`config.mk`:
```
export PLATFORM = sky130hd
export DESIGN_NAME = ttl_thermal_trip
export DESIGN_NICKNAME = d
export VERILOG_FILES = /design/src/ttl_pkg.sv /design/src/ttl_run_count.sv /design/src/ttl_thermal_trip.sv
export SDC_FILE = /design/constraint.sdc
export NUM_CORES = 1
export LEC_CHECK = 0
export BUFFER_PORTS_ARGS = -buffer_cell sky130_fd_sc_hd__buf_2
export CORE_MARGIN = 3
export CORE_UTILIZATION = 50
export CTS_CLUSTER_SIZE = 12
export DETAILED_ROUTE_END_ITERATION = 7
export GPL_TIMING_DRIVEN = 0
export PLACE_DENSITY = 0.69
export SYNTH_ARGS = -nofsm -noshare
export SYNTH_HDL_FRONTEND = slang
export SYNTH_HIERARCHICAL = 1
export SYNTH_SLANG_ARGS = --single-unit
```
`constraint.sdc`:
```
create_clock -name clock -period 7.8 [get_ports clock]
set_clock_uncertainty 0.05 [all_clocks]
set_input_delay 1.56 -clock clock [delete_from_list [all_inputs] [get_ports clock]]
set_output_delay 1.56 -clock clock [all_outputs]
set_load 0.005 [all_outputs]
```
`src/ttl_pkg.sv`:
```
package ttl_pkg;

  // Register map
  localparam logic [7:0] ADDR_TRIP_PROG    = 8'h14;
  localparam logic [7:0] ADDR_TRIP_FIXED   = 8'h18;
  localparam logic [7:0] ADDR_FAN_DRIVE    = 8'h19;
  localparam logic [7:0] ADDR_REM_VALUE    = 8'h26;
  localparam logic [7:0] ADDR_INT_VALUE    = 8'h27;
  localparam logic [7:0] ADDR_REM_HIGH     = 8'h37;
  localparam logic [7:0] ADDR_REM_LOW      = 8'h38;
  localparam logic [7:0] ADDR_INT_HIGH     = 8'h39;
  localparam logic [7:0] ADDR_INT_LOW      = 8'h3a;
  localparam logic [7:0] ADDR_MAKER_ID     = 8'h3e;
  localparam logic [7:0] ADDR_REVISION     = 8'h3f;
  localparam logic [7:0] ADDR_CONFIG       = 8'h40;
  localparam logic [7:0] ADDR_FLAGS        = 8'h41;
  localparam logic [7:0] ADDR_GATING       = 8'h43;
  localparam logic [7:0] ADDR_REMOTE_FUNC  = 8'h4b;
  localparam logic [7:0] ADDR_ALERT_FLAGS  = 8'h4c;

  // Reset values and forced fan level
  localparam logic [7:0] CONFIG_RST        = 8'h21;
  localparam logic [7:0] FLAGS_RST         = 8'h00;
  localparam logic [7:0] GATING_RST        = 8'h00;
  localparam logic [7:0] REMOTE_FUNC_RST   = 8'h00;
  localparam logic [7:0] ALERT_FLAGS_VAL   = 8'h00;
  localparam logic [7:0] FAN_DRIVE_RST     = 8'h00;
  localparam logic [7:0] TRIP_DEFAULT      = 8'h64;
  localparam logic [7:0] FAN_FULL_SCALE    = 8'hff;

  // Configuration bits
  localparam int CFG_START    = 0;
  localparam int CFG_INT_EN   = 1;
  localparam int CFG_LOCK     = 3;
  localparam int CFG_SOFT_RST = 4;
  localparam int CFG_GPI_POL  = 6;

  // Flag bits
  localparam int FLG_INT_TEMP = 0;
  localparam int FLG_REM_TEMP = 1;
  localparam int FLG_SW       = 2;
  localparam int FLG_TRIP     = 3;
  localparam int FLG_GPI      = 4;

  // Remote function bits
  localparam int RFN_FAN_OFF  = 0;

  // Revision fields
  localparam int REV_STEP_LSB = 0;
  localparam int REV_VER_LSB  = 4;

  // Measurement qualification
  localparam int unsigned RUN_LEN = 3;
  localparam int          RUN_W   = 2;
  localparam logic signed [8:0] TRIP_HYST = 9'sh005;
  localparam int NUM_SENSORS  = 2;
  localparam int SENSOR_INT   = 0;
  localparam int SENSOR_REM   = 1;

  typedef struct packed {
    logic       wr;
    logic [7:0] addr;
    logic [7:0] wdata;
  } ttl_reg_req_t;

  typedef struct packed {
    logic       valid;
    logic       sensor;
    logic [7:0] value;
  } ttl_meas_t;

endpackage

```
`src/ttl_run_count.sv`:
```
// Counts an uninterrupted run of qualifying measurements
module ttl_run_count
  import ttl_pkg::*;
(
  input  wire logic clock,
  input  wire logic rst,
  input  wire logic restart,
  input  wire logic step,
  input  wire logic hit,
  output logic      run_done
);

  logic [RUN_W-1:0] count_r;
  localparam logic [RUN_W-1:0] LAST = RUN_W'(RUN_LEN - 1);
  localparam logic [RUN_W-1:0] FULL = RUN_W'(RUN_LEN);

  always_ff @(posedge clock) begin
    if (rst || restart) begin
      count_r <= '0;
    end else if (step) begin
      if (!hit) begin
        count_r <= '0;
      end else if (count_r != FULL) begin
        count_r <= count_r + RUN_W'(1);
      end
    end
  end

  // High in the step that completes (or extends) a full run
  assign run_done = step && hit && (count_r >= LAST);

endmodule

```
`src/ttl_thermal_trip.sv`:
```
module ttl_thermal_trip
  import ttl_pkg::*;
#(
  parameter logic [7:0] MAKER_ID  = 8'h5a,
  parameter logic [3:0] STEPPING  = 4'h0,
  parameter logic [3:0] VERSION   = 4'h1
)
(
  input  wire logic         clock,
  input  wire logic         rst,
  input  wire logic         auxiliary_reset_n,
  input  wire logic         host_reset_n,
  input  wire logic         general_input_pin,
  input  wire logic         fan_drive_test_strap,
  input  wire logic         sda_in,
  input  wire logic         scl_in,
  input  wire ttl_reg_req_t reg_req,
  output logic [7:0]        reg_rdata,
  input  wire ttl_meas_t    meas,
  output logic              conv_enable,
  output logic [7:0]        fan_drive_level,
  output logic              fan_gate_n,
  output logic              trip_a_or_tree_out,
  output logic              trip_a_oe,
  output logic              trip_out_b,
  output logic              trip_b_oe,
  output logic              int_n_out,
  output logic              int_n_oe,
  output logic              test_mode
);

  logic [7:0] config_r;
  logic [7:0] flags_r;
  logic [7:0] gating_r;
  logic [7:0] remote_func_r;
  logic [7:0] fan_r;
  logic [7:0] trip_prog_r;
  logic [7:0] value_r [NUM_SENSORS];
  logic [7:0] high_r  [NUM_SENSORS];
  logic [7:0] low_r   [NUM_SENSORS];
  logic [NUM_SENSORS-1:0] armed_r;
  logic       trip_r;
  logic       sw_int_r;
  logic       strap_done_r;
  logic       test_mode_r;
  logic       tree_r;
  logic       int_out_r;

  logic       soft_rst;
  logic       init;
  logic       meas_take;
  logic       gpi_level;
  logic [7:0] trip_limit;
  logic [NUM_SENSORS-1:0] out_now;
  logic [NUM_SENSORS-1:0] out_done;
  logic [NUM_SENSORS-1:0] in_done;
  logic       trip_over;
  logic       trip_under;
  logic       trip_set_done;
  logic       trip_rel_done;
  logic       tree_nxt;

  function automatic logic wr_to(input ttl_reg_req_t r, input logic [7:0] a);
    wr_to = r.wr && (r.addr == a);
  endfunction

  assign soft_rst = wr_to(reg_req, ADDR_CONFIG) && reg_req.wdata[CFG_SOFT_RST];
  assign init = rst || !auxiliary_reset_n || soft_rst;

  assign conv_enable = config_r[CFG_START] && auxiliary_reset_n && !test_mode_r && !rst;
  assign meas_take   = meas.valid && conv_enable;

  assign gpi_level = general_input_pin ^ config_r[CFG_GPI_POL];

  always_ff @(posedge clock) begin
    if (rst) begin
      strap_done_r <= 1'b0;
      test_mode_r  <= 1'b0;
    end else if (!strap_done_r) begin
      strap_done_r <= 1'b1;
      test_mode_r  <= fan_drive_test_strap;
    end
  end
  assign test_mode = test_mode_r;

  // Configuration register
  always_ff @(posedge clock) begin
    if (init) begin
      config_r <= CONFIG_RST;
    end else if (wr_to(reg_req, ADDR_CONFIG)) begin
      config_r <= {reg_req.wdata[7:CFG_LOCK+1],
                   reg_req.wdata[CFG_LOCK] | config_r[CFG_LOCK],
                   reg_req.wdata[CFG_LOCK-1:0]};
      if (!host_reset_n) begin
        config_r[CFG_LOCK] <= 1'b0;
      end
    end else if (!host_reset_n) begin
      config_r[CFG_LOCK] <= 1'b0;
    end
  end

  // Gating and remote function registers
  always_ff @(posedge clock) begin
    if (init) begin
      gating_r      <= GATING_RST;
      remote_func_r <= REMOTE_FUNC_RST;
    end else begin
      if (wr_to(reg_req, ADDR_GATING)) begin
        gating_r <= reg_req.wdata;
      end
      if (wr_to(reg_req, ADDR_REMOTE_FUNC)) begin
        remote_func_r <= reg_req.wdata;
      end
    end
  end

  // Fan drive register keeps software writes even while forced
  always_ff @(posedge clock) begin
    if (init || !host_reset_n) begin
      fan_r <= FAN_DRIVE_RST;
    end else if (wr_to(reg_req, ADDR_FAN_DRIVE)) begin
      fan_r <= reg_req.wdata;
    end
  end

  // Programmable trip limit
  always_ff @(posedge clock) begin
    if (init) begin
      trip_prog_r <= TRIP_DEFAULT;
    end else if (wr_to(reg_req, ADDR_TRIP_PROG) && !config_r[CFG_LOCK]) begin
      trip_prog_r <= reg_req.wdata;
    end
  end

  // Limits and values: no reset, untouched by soft reset
  always_ff @(posedge clock) begin
    if (wr_to(reg_req, ADDR_INT_HIGH)) high_r[SENSOR_INT] <= reg_req.wdata;
    if (wr_to(reg_req, ADDR_INT_LOW))  low_r[SENSOR_INT]  <= reg_req.wdata;
    if (wr_to(reg_req, ADDR_REM_HIGH)) high_r[SENSOR_REM] <= reg_req.wdata;
    if (wr_to(reg_req, ADDR_REM_LOW))  low_r[SENSOR_REM]  <= reg_req.wdata;
    if (meas_take) begin
      value_r[meas.sensor] <= meas.value;
    end
  end

  // Per-sensor limit qualification
  for (genvar s = 0; s < NUM_SENSORS; s++) begin : g_sensor
    logic this_step;
    assign this_step = meas_take && (meas.sensor == 1'(s));
    assign out_now[s] = ($signed(meas.value) > $signed(high_r[s])) ||
                        ($signed(meas.value) < $signed(low_r[s]));
    ttl_run_count u_out (
      .clock    (clock),
      .rst      (rst),
      .restart  (init),
      .step     (this_step),
      .hit      (out_now[s]),
      .run_done (out_done[s])
    );
    ttl_run_count u_in (
      .clock    (clock),
      .rst      (rst),
      .restart  (init),
      .step     (this_step),
      .hit      (!out_now[s]),
      .run_done (in_done[s])
    );
  end

  // Arming: cleared when a flag is set, restored after an in-limit run
  always_ff @(posedge clock) begin
    if (init) begin
      armed_r <= '1;
    end else begin
      for (int s = 0; s < NUM_SENSORS; s++) begin
        if (out_done[s] && armed_r[s]) begin
          armed_r[s] <= 1'b0;
        end else if (in_done[s]) begin
          armed_r[s] <= 1'b1;
        end
      end
    end
  end

  assign trip_limit = config_r[CFG_LOCK] ? trip_prog_r : TRIP_DEFAULT;
  assign trip_over  = $signed(meas.value) > $signed(trip_limit);
  assign trip_under = $signed({meas.value[7], meas.value}) <=
                      ($signed({trip_limit[7], trip_limit}) - TRIP_HYST);

  ttl_run_count u_trip_set (
    .clock    (clock),
    .rst      (rst),
    .restart  (init || trip_r),
    .step     (meas_take && meas.sensor == SENSOR_REM[0]),
    .hit      (trip_over),
    .run_done (trip_set_done)
  );

  ttl_run_count u_trip_rel (
    .clock    (clock),
    .rst      (rst),
    .restart  (init || !trip_r),
    .step     (meas_take && meas.sensor == SENSOR_REM[0]),
    .hit      (trip_under),
    .run_done (trip_rel_done)
  );

  always_ff @(posedge clock) begin
    if (init) begin
      trip_r <= 1'b0;
    end else if (!trip_r && trip_set_done) begin
      trip_r <= 1'b1;
    end else if (trip_r && trip_rel_done) begin
      trip_r <= 1'b0;
    end
  end

  // Flags: hardware set wins over write-one clear
  always_ff @(posedge clock) begin
    if (init) begin
      flags_r <= FLAGS_RST;
    end else begin
      if (wr_to(reg_req, ADDR_FLAGS)) begin
        flags_r <= flags_r & ~reg_req.wdata;
      end
      for (int s = 0; s < NUM_SENSORS; s++) begin
        if (meas_take && meas.sensor == 1'(s)) begin
          if (out_done[s] && armed_r[s]) begin
            flags_r[s] <= 1'b1;
          end else if (!out_now[s]) begin
            flags_r[s] <= 1'b0;
          end
        end
      end
      if (!trip_r && trip_set_done) begin
        flags_r[FLG_TRIP] <= 1'b1;
      end
      flags_r[FLG_GPI] <= gpi_level;
    end
  end

  // Software interrupt stands until interrupt enable is cleared
  always_ff @(posedge clock) begin
    if (init || !config_r[CFG_INT_EN]) begin
      sw_int_r <= 1'b0;
    end else if (wr_to(reg_req, ADDR_FLAGS) &&
                 (reg_req.wdata[FLG_REM_TEMP] || reg_req.wdata[FLG_SW])) begin
      sw_int_r <= 1'b1;
    end
  end

  always_ff @(posedge clock) begin
    if (init) begin
      int_out_r <= 1'b0;
    end else begin
      int_out_r <= (|(flags_r & ~gating_r)) || sw_int_r || trip_r;
    end
  end

  assign tree_nxt = ~(scl_in & ~(sda_in & ~(general_input_pin &
                    ~(auxiliary_reset_n & ~host_reset_n))));

  always_ff @(posedge clock) begin
    if (rst) begin
      tree_r <= 1'b1;
    end else begin
      tree_r <= tree_nxt;
    end
  end

  // Open-drain pins: value low, enable while pulling; in test mode trip A drives the tree value
  assign trip_a_or_tree_out = test_mode_r ? tree_r : 1'b0;
  assign trip_a_oe          = test_mode_r ? 1'b1 : trip_r;
  assign trip_out_b         = 1'b0;
  assign trip_b_oe          = trip_r && !test_mode_r;
  assign int_n_out          = 1'b0;
  assign int_n_oe           = int_out_r && config_r[CFG_INT_EN] && !test_mode_r;

  always_ff @(posedge clock) begin
    if (rst) begin
      fan_drive_level <= FAN_DRIVE_RST;
      fan_gate_n      <= 1'b1;
    end else begin
      fan_drive_level <= trip_r ? FAN_FULL_SCALE : fan_r;
      fan_gate_n      <= trip_r || !remote_func_r[RFN_FAN_OFF];
    end
  end

  // Read data, one cycle after the address
  always_ff @(posedge clock) begin
    if (rst) begin
      reg_rdata <= '0;
    end else begin
      case (reg_req.addr)
        ADDR_TRIP_PROG:   reg_rdata <= trip_prog_r;
        ADDR_TRIP_FIXED:  reg_rdata <= TRIP_DEFAULT;
        ADDR_FAN_DRIVE:   reg_rdata <= fan_r;
        ADDR_REM_VALUE:   reg_rdata <= value_r[SENSOR_REM];
        ADDR_INT_VALUE:   reg_rdata <= value_r[SENSOR_INT];
        ADDR_REM_HIGH:    reg_rdata <= high_r[SENSOR_REM];
        ADDR_REM_LOW:     reg_rdata <= low_r[SENSOR_REM];
        ADDR_INT_HIGH:    reg_rdata <= high_r[SENSOR_INT];
        ADDR_INT_LOW:     reg_rdata <= low_r[SENSOR_INT];
        // Identity value is arbitrary
        ADDR_MAKER_ID:    reg_rdata <= MAKER_ID;
        ADDR_REVISION:    reg_rdata <= {VERSION, STEPPING};
        ADDR_CONFIG:      reg_rdata <= config_r;
        ADDR_FLAGS:       reg_rdata <= flags_r;
        ADDR_GATING:      reg_rdata <= gating_r;
        ADDR_REMOTE_FUNC: reg_rdata <= remote_func_r;
        ADDR_ALERT_FLAGS: reg_rdata <= ALERT_FLAGS_VAL;
        default:          reg_rdata <= '0;
      endcase
    end
  end

endmodule

```
==> impl_metrics.sql <==
INSERT INTO impl_metrics (metric_group, metric, value, unit) VALUES
('status', 'result_of_the_run', 'finished clean', ''),
('sta', 'rsz0062_at_grt', 'no', ''),
('setup_path', 'arrival', '2.66', 'ns'),
('sta', 'timing.setup.tns', '0', 'ns'),
('synthesis', 'post_synth_and_or_nand_nor_area_fraction', '0.189', ''),
('grt', 'number_of_antenna_violations_at_the_first_check_in_global_routing', '0', ''),
('power', 'total_switching_power', '0.000407', 'W'),
('setup_path', 'worst_r2r_startpoint', 'config_r[3]', ''),
('sta', 'hold-worst-slack', '0.383', 'ns'),
('power', 'power.switching_fraction', '0.248', ''),
('floorplan', 'io-pin-count', '60', ''),
('setup_path', 'worst_ep_required_time', '6.19', 'ns'),
('synthesis', 'post_synth_instance_area', '0.00727', 'mm²'),
('setup_path', 'critical_path.startpoint_type', 'input pin', ''),
('sta', 'hold_violations', '0', ''),
('grt', 'grt_max_degree', '29', ''),
('synthesis', 'yosys_register_bits', '133', ''),
('layout', 'finalCoreUtilization', '0.595', ''),
('clock_tree', 'clk_latency', '0.42', 'ns'),
('worst_hold_path', 'worst_hold_startpoint', 'remote_func_r[0]', ''),
('placed_design', 'dp.cells', '1001', ''),
('sta', 'tightest_slew', '1.25', 'ns'),
('power', 'pwr-share-comb', '0.074', ''),
('power', 'vdd.ir_drop.worst', '0.000165', 'V'),
('layout', 'post_layout_nonfiller_instances', '1033', ''),
('setup_path', 'worstSetupPathType', 'input pin to output port', ''),
('floorplan', 'initial_utilization', '0.517', ''),
('clock_tree', 'inserted_clock_buffers', '17', ''),
('synthesis', 'yosys.area_share.adder', '0.103', ''),
('floorplan', 'core', '0.0140', 'mm²'),
('route', 'vias', '6241', ''),
('setup_path', 'critical_path.startpoint', 'rst', ''),
('placed_design', 'dp_hpwl', '16700', 'µm'),
('synthesis', 'synth.lib_cells_used.distinct', '73', ''),
('synthesis', 'synthFlopType', 'dfxtp_1', ''),
('route', 'routed_wire_per_std_cell', '21.8', 'µm'),
('clock_tree', 'cts_buffer_depth', '2', ''),
('synthesis', 'synthesis.instances', '764', ''),
('sta', 'final_max_slew_viol_count', '0', ''),
('sta', 'clock.fmax', '234', 'MHz'),
('layout', 'nNetsFinal', '935', ''),
('grt', 'global_route.usage.total', '0.287', ''),
('synthesis', 'postSynth.asyncResetShare', '0', ''),
('route', 'detail-route-antenna-nets', '0', ''),
('synthesis', 'yosysWarningCount', '6', ''),
('placed_design', 'placement.cell_area', '0.00777', 'mm²'),
('synthesis', 'synth_compound_area_frac', '0.161', ''),
('power', 'cell_internal_power', '0.00123', 'W'),
('layout', 'multiInputGateArea', '0.00375', 'mm²'),
('power', 'power_leakage', '3.43', 'nW'),
('clock_tree', 'tritoncts_num_sinks', '133', ''),
('power', 'cellPowerDensity', '196', 'mW/mm²'),
('setup_path', 'critPathCaptureType', 'output port', ''),
('floorplan', 'fp.dieH', '127', 'µm'),
('clock_tree', 'cts_htree_levels', '4', ''),
('clock_tree', 'cts.hold.buffers_added', '0', ''),
('floorplan', 'floorplan.die_area', '0.0160', 'mm²'),
('synthesis', 'synth-seq-area-share', '0.433', ''),
('synthesis', 'combinational_family_with_the_most_area_after_synthesis', 'simple AND/OR/NAND/NOR gates', ''),
('clock_tree', 'post-cts-setup-buffers', '0', ''),
('layout', 'share_of_post_route_cells_with_drive_strength_above_1', '0.140', ''),
('power', 'clock_power_share', '0.484', ''),
('layout', 'antenna-diode-count', '0', ''),
('placed_design', 'placement.io_buffers', '56', ''),
('clock_tree', 'clk_pin_slew', '0.06', 'ns'),
('layout', 'final_std_cell_area_no_fill', '0.00836', 'mm²'),
('run', 'maxcap_viol_count', '0', ''),
('layout', 'area_delta_synth_final', '15.0', '%'),
('clock_tree', 'ctsResizeCount', '0', ''),
('synthesis', 'xor_xnor_cell_area_share_of_the_yosys_netlist', '0.00723', ''),
('clock_tree', 'cts_tree', 'done', '');
==> final timing paths <==
check / to / slack [ns] / depth (start not counted)
max: conv_enable / 3.53 / 4
min reg2reg: fan_gate_n / 0.38 / 1
min: fan_gate_n / 0.38 / 1
max reg2reg: u_trip_rel/count_r[0] / 4.26 / 13
==> Yosys cell counts, types with 11 or more instances <==
cell type	n	area (µm²)
or3_1	13	81.3
dfxtp_1	85	1700
clkbuf_1	12	45.0
nand3_1	19	95.1
nor2_1	66	248
nand2b_1	11	68.8
inv_1	57	214
edfxtp_1	48	1440
nand2_1	77	289
o22ai_1	15	93.8
o21ai_0	27	135
ha_1	60	751
mux2i_1	36	360
or3b_1	12	105
a21oi_1	47	235
==> logic make-up (layout without fill, tap and decap cells) <==
logic type | Yosys count | after routing
other | 1 | 2
DFF | 133 | 133
adders and majority gates | 60 | 60
xor gates and xnor gates | 6 | 6
AOI/OAI and AO/OA | 174 | 174
buffers and inverters | 87 | 175
and+or+nand+nor | 264 | 264
muxes | 39 | 39
==> cell usage in the layout, fill, tap and decap left out, types with 4 or more instances in the layout <==
master	instances
dfxtp_1	85
nand2_1	77
nor2_1	65
buf_2	64
ha_1	60
inv_1	57
edfxtp_1	48
a21oi_1	47
mux2i_1	36
o21ai_0	27
nand3_1	19
clkbuf_16	18
o22ai_1	15
clkbuf_1	13
or3_1	13
or3b_1	12
nand2b_1	11
nor2b_1	10
a31oi_1	10
nor3_1	9
nand4_1	8
a211oi_1	8
and2_1	7
and3_1	7
nand3b_1	7
o211ai_1	6
a221oi_1	6
inv_6	6
o211a_1	6
a21boi_0	6
xnor2_1	5
nor3b_1	4
buf_6	4
a2111oi_0	4
a22oi_1	4
==> critical path, stage by stage <==
cell and delay (ns):
buf_2 0.25, nand2b_1 0.28, nor3b_1 0.38, buf_2 0.19
==> per-layer routing <==
| metal | share of wire | track usage | vias up |
|---|---|---|---|
| met5 | 0 | 0 | - |
| met4 | 0.037 | 0.121 | 0 |
| met3 | 0.079 | 0.0543 | 55 |
| met2 | 0.46 | 0.453 | 274 |
| met1 | 0.43 | 0.389 | 2966 |
| li1 | - | - | 2946 |
==> layout make-up <==
type	instances	area share
Inverter	59	0.0265
Clock inverter	12	0.0133
Timing Repair Buffer	56	0.0335
Tap cell	180	0.0270
Clock buffer	20	0.0560
Multi-Input combinational cell	545	0.449
Buffer	28	0.0184
Sequential cell	133	0.376
==> stage by stage <==
step / worst slack (ns) / power [W]
after detailed placement: 3.31 / 0.000858
after global routing: 3.44 / 0.00169
after global placement: 3.42 / 0.000856
after floorplan: 4.10 / 0.000801
after CTS: 3.51 / 0.00164
final: 3.53 / 0.00164
==> power groups by stage <==
stage / logic [W] / registers [W] / clock network [W]
2_1_floorplan: 0.0000627 / 0.000738 / 0
3_5_place_dp: 0.000120 / 0.000738 / 0
4_1_cts: 0.000120 / 0.000723 / 0.000799
5_1_grt: 0.000133 / 0.000723 / 0.000829
6_report: 0.000122 / 0.000723 / 0.000792
3_3_place_gp: 0.000118 / 0.000738 / 0
No activity file was read; power rests on OpenSTA's default activity.
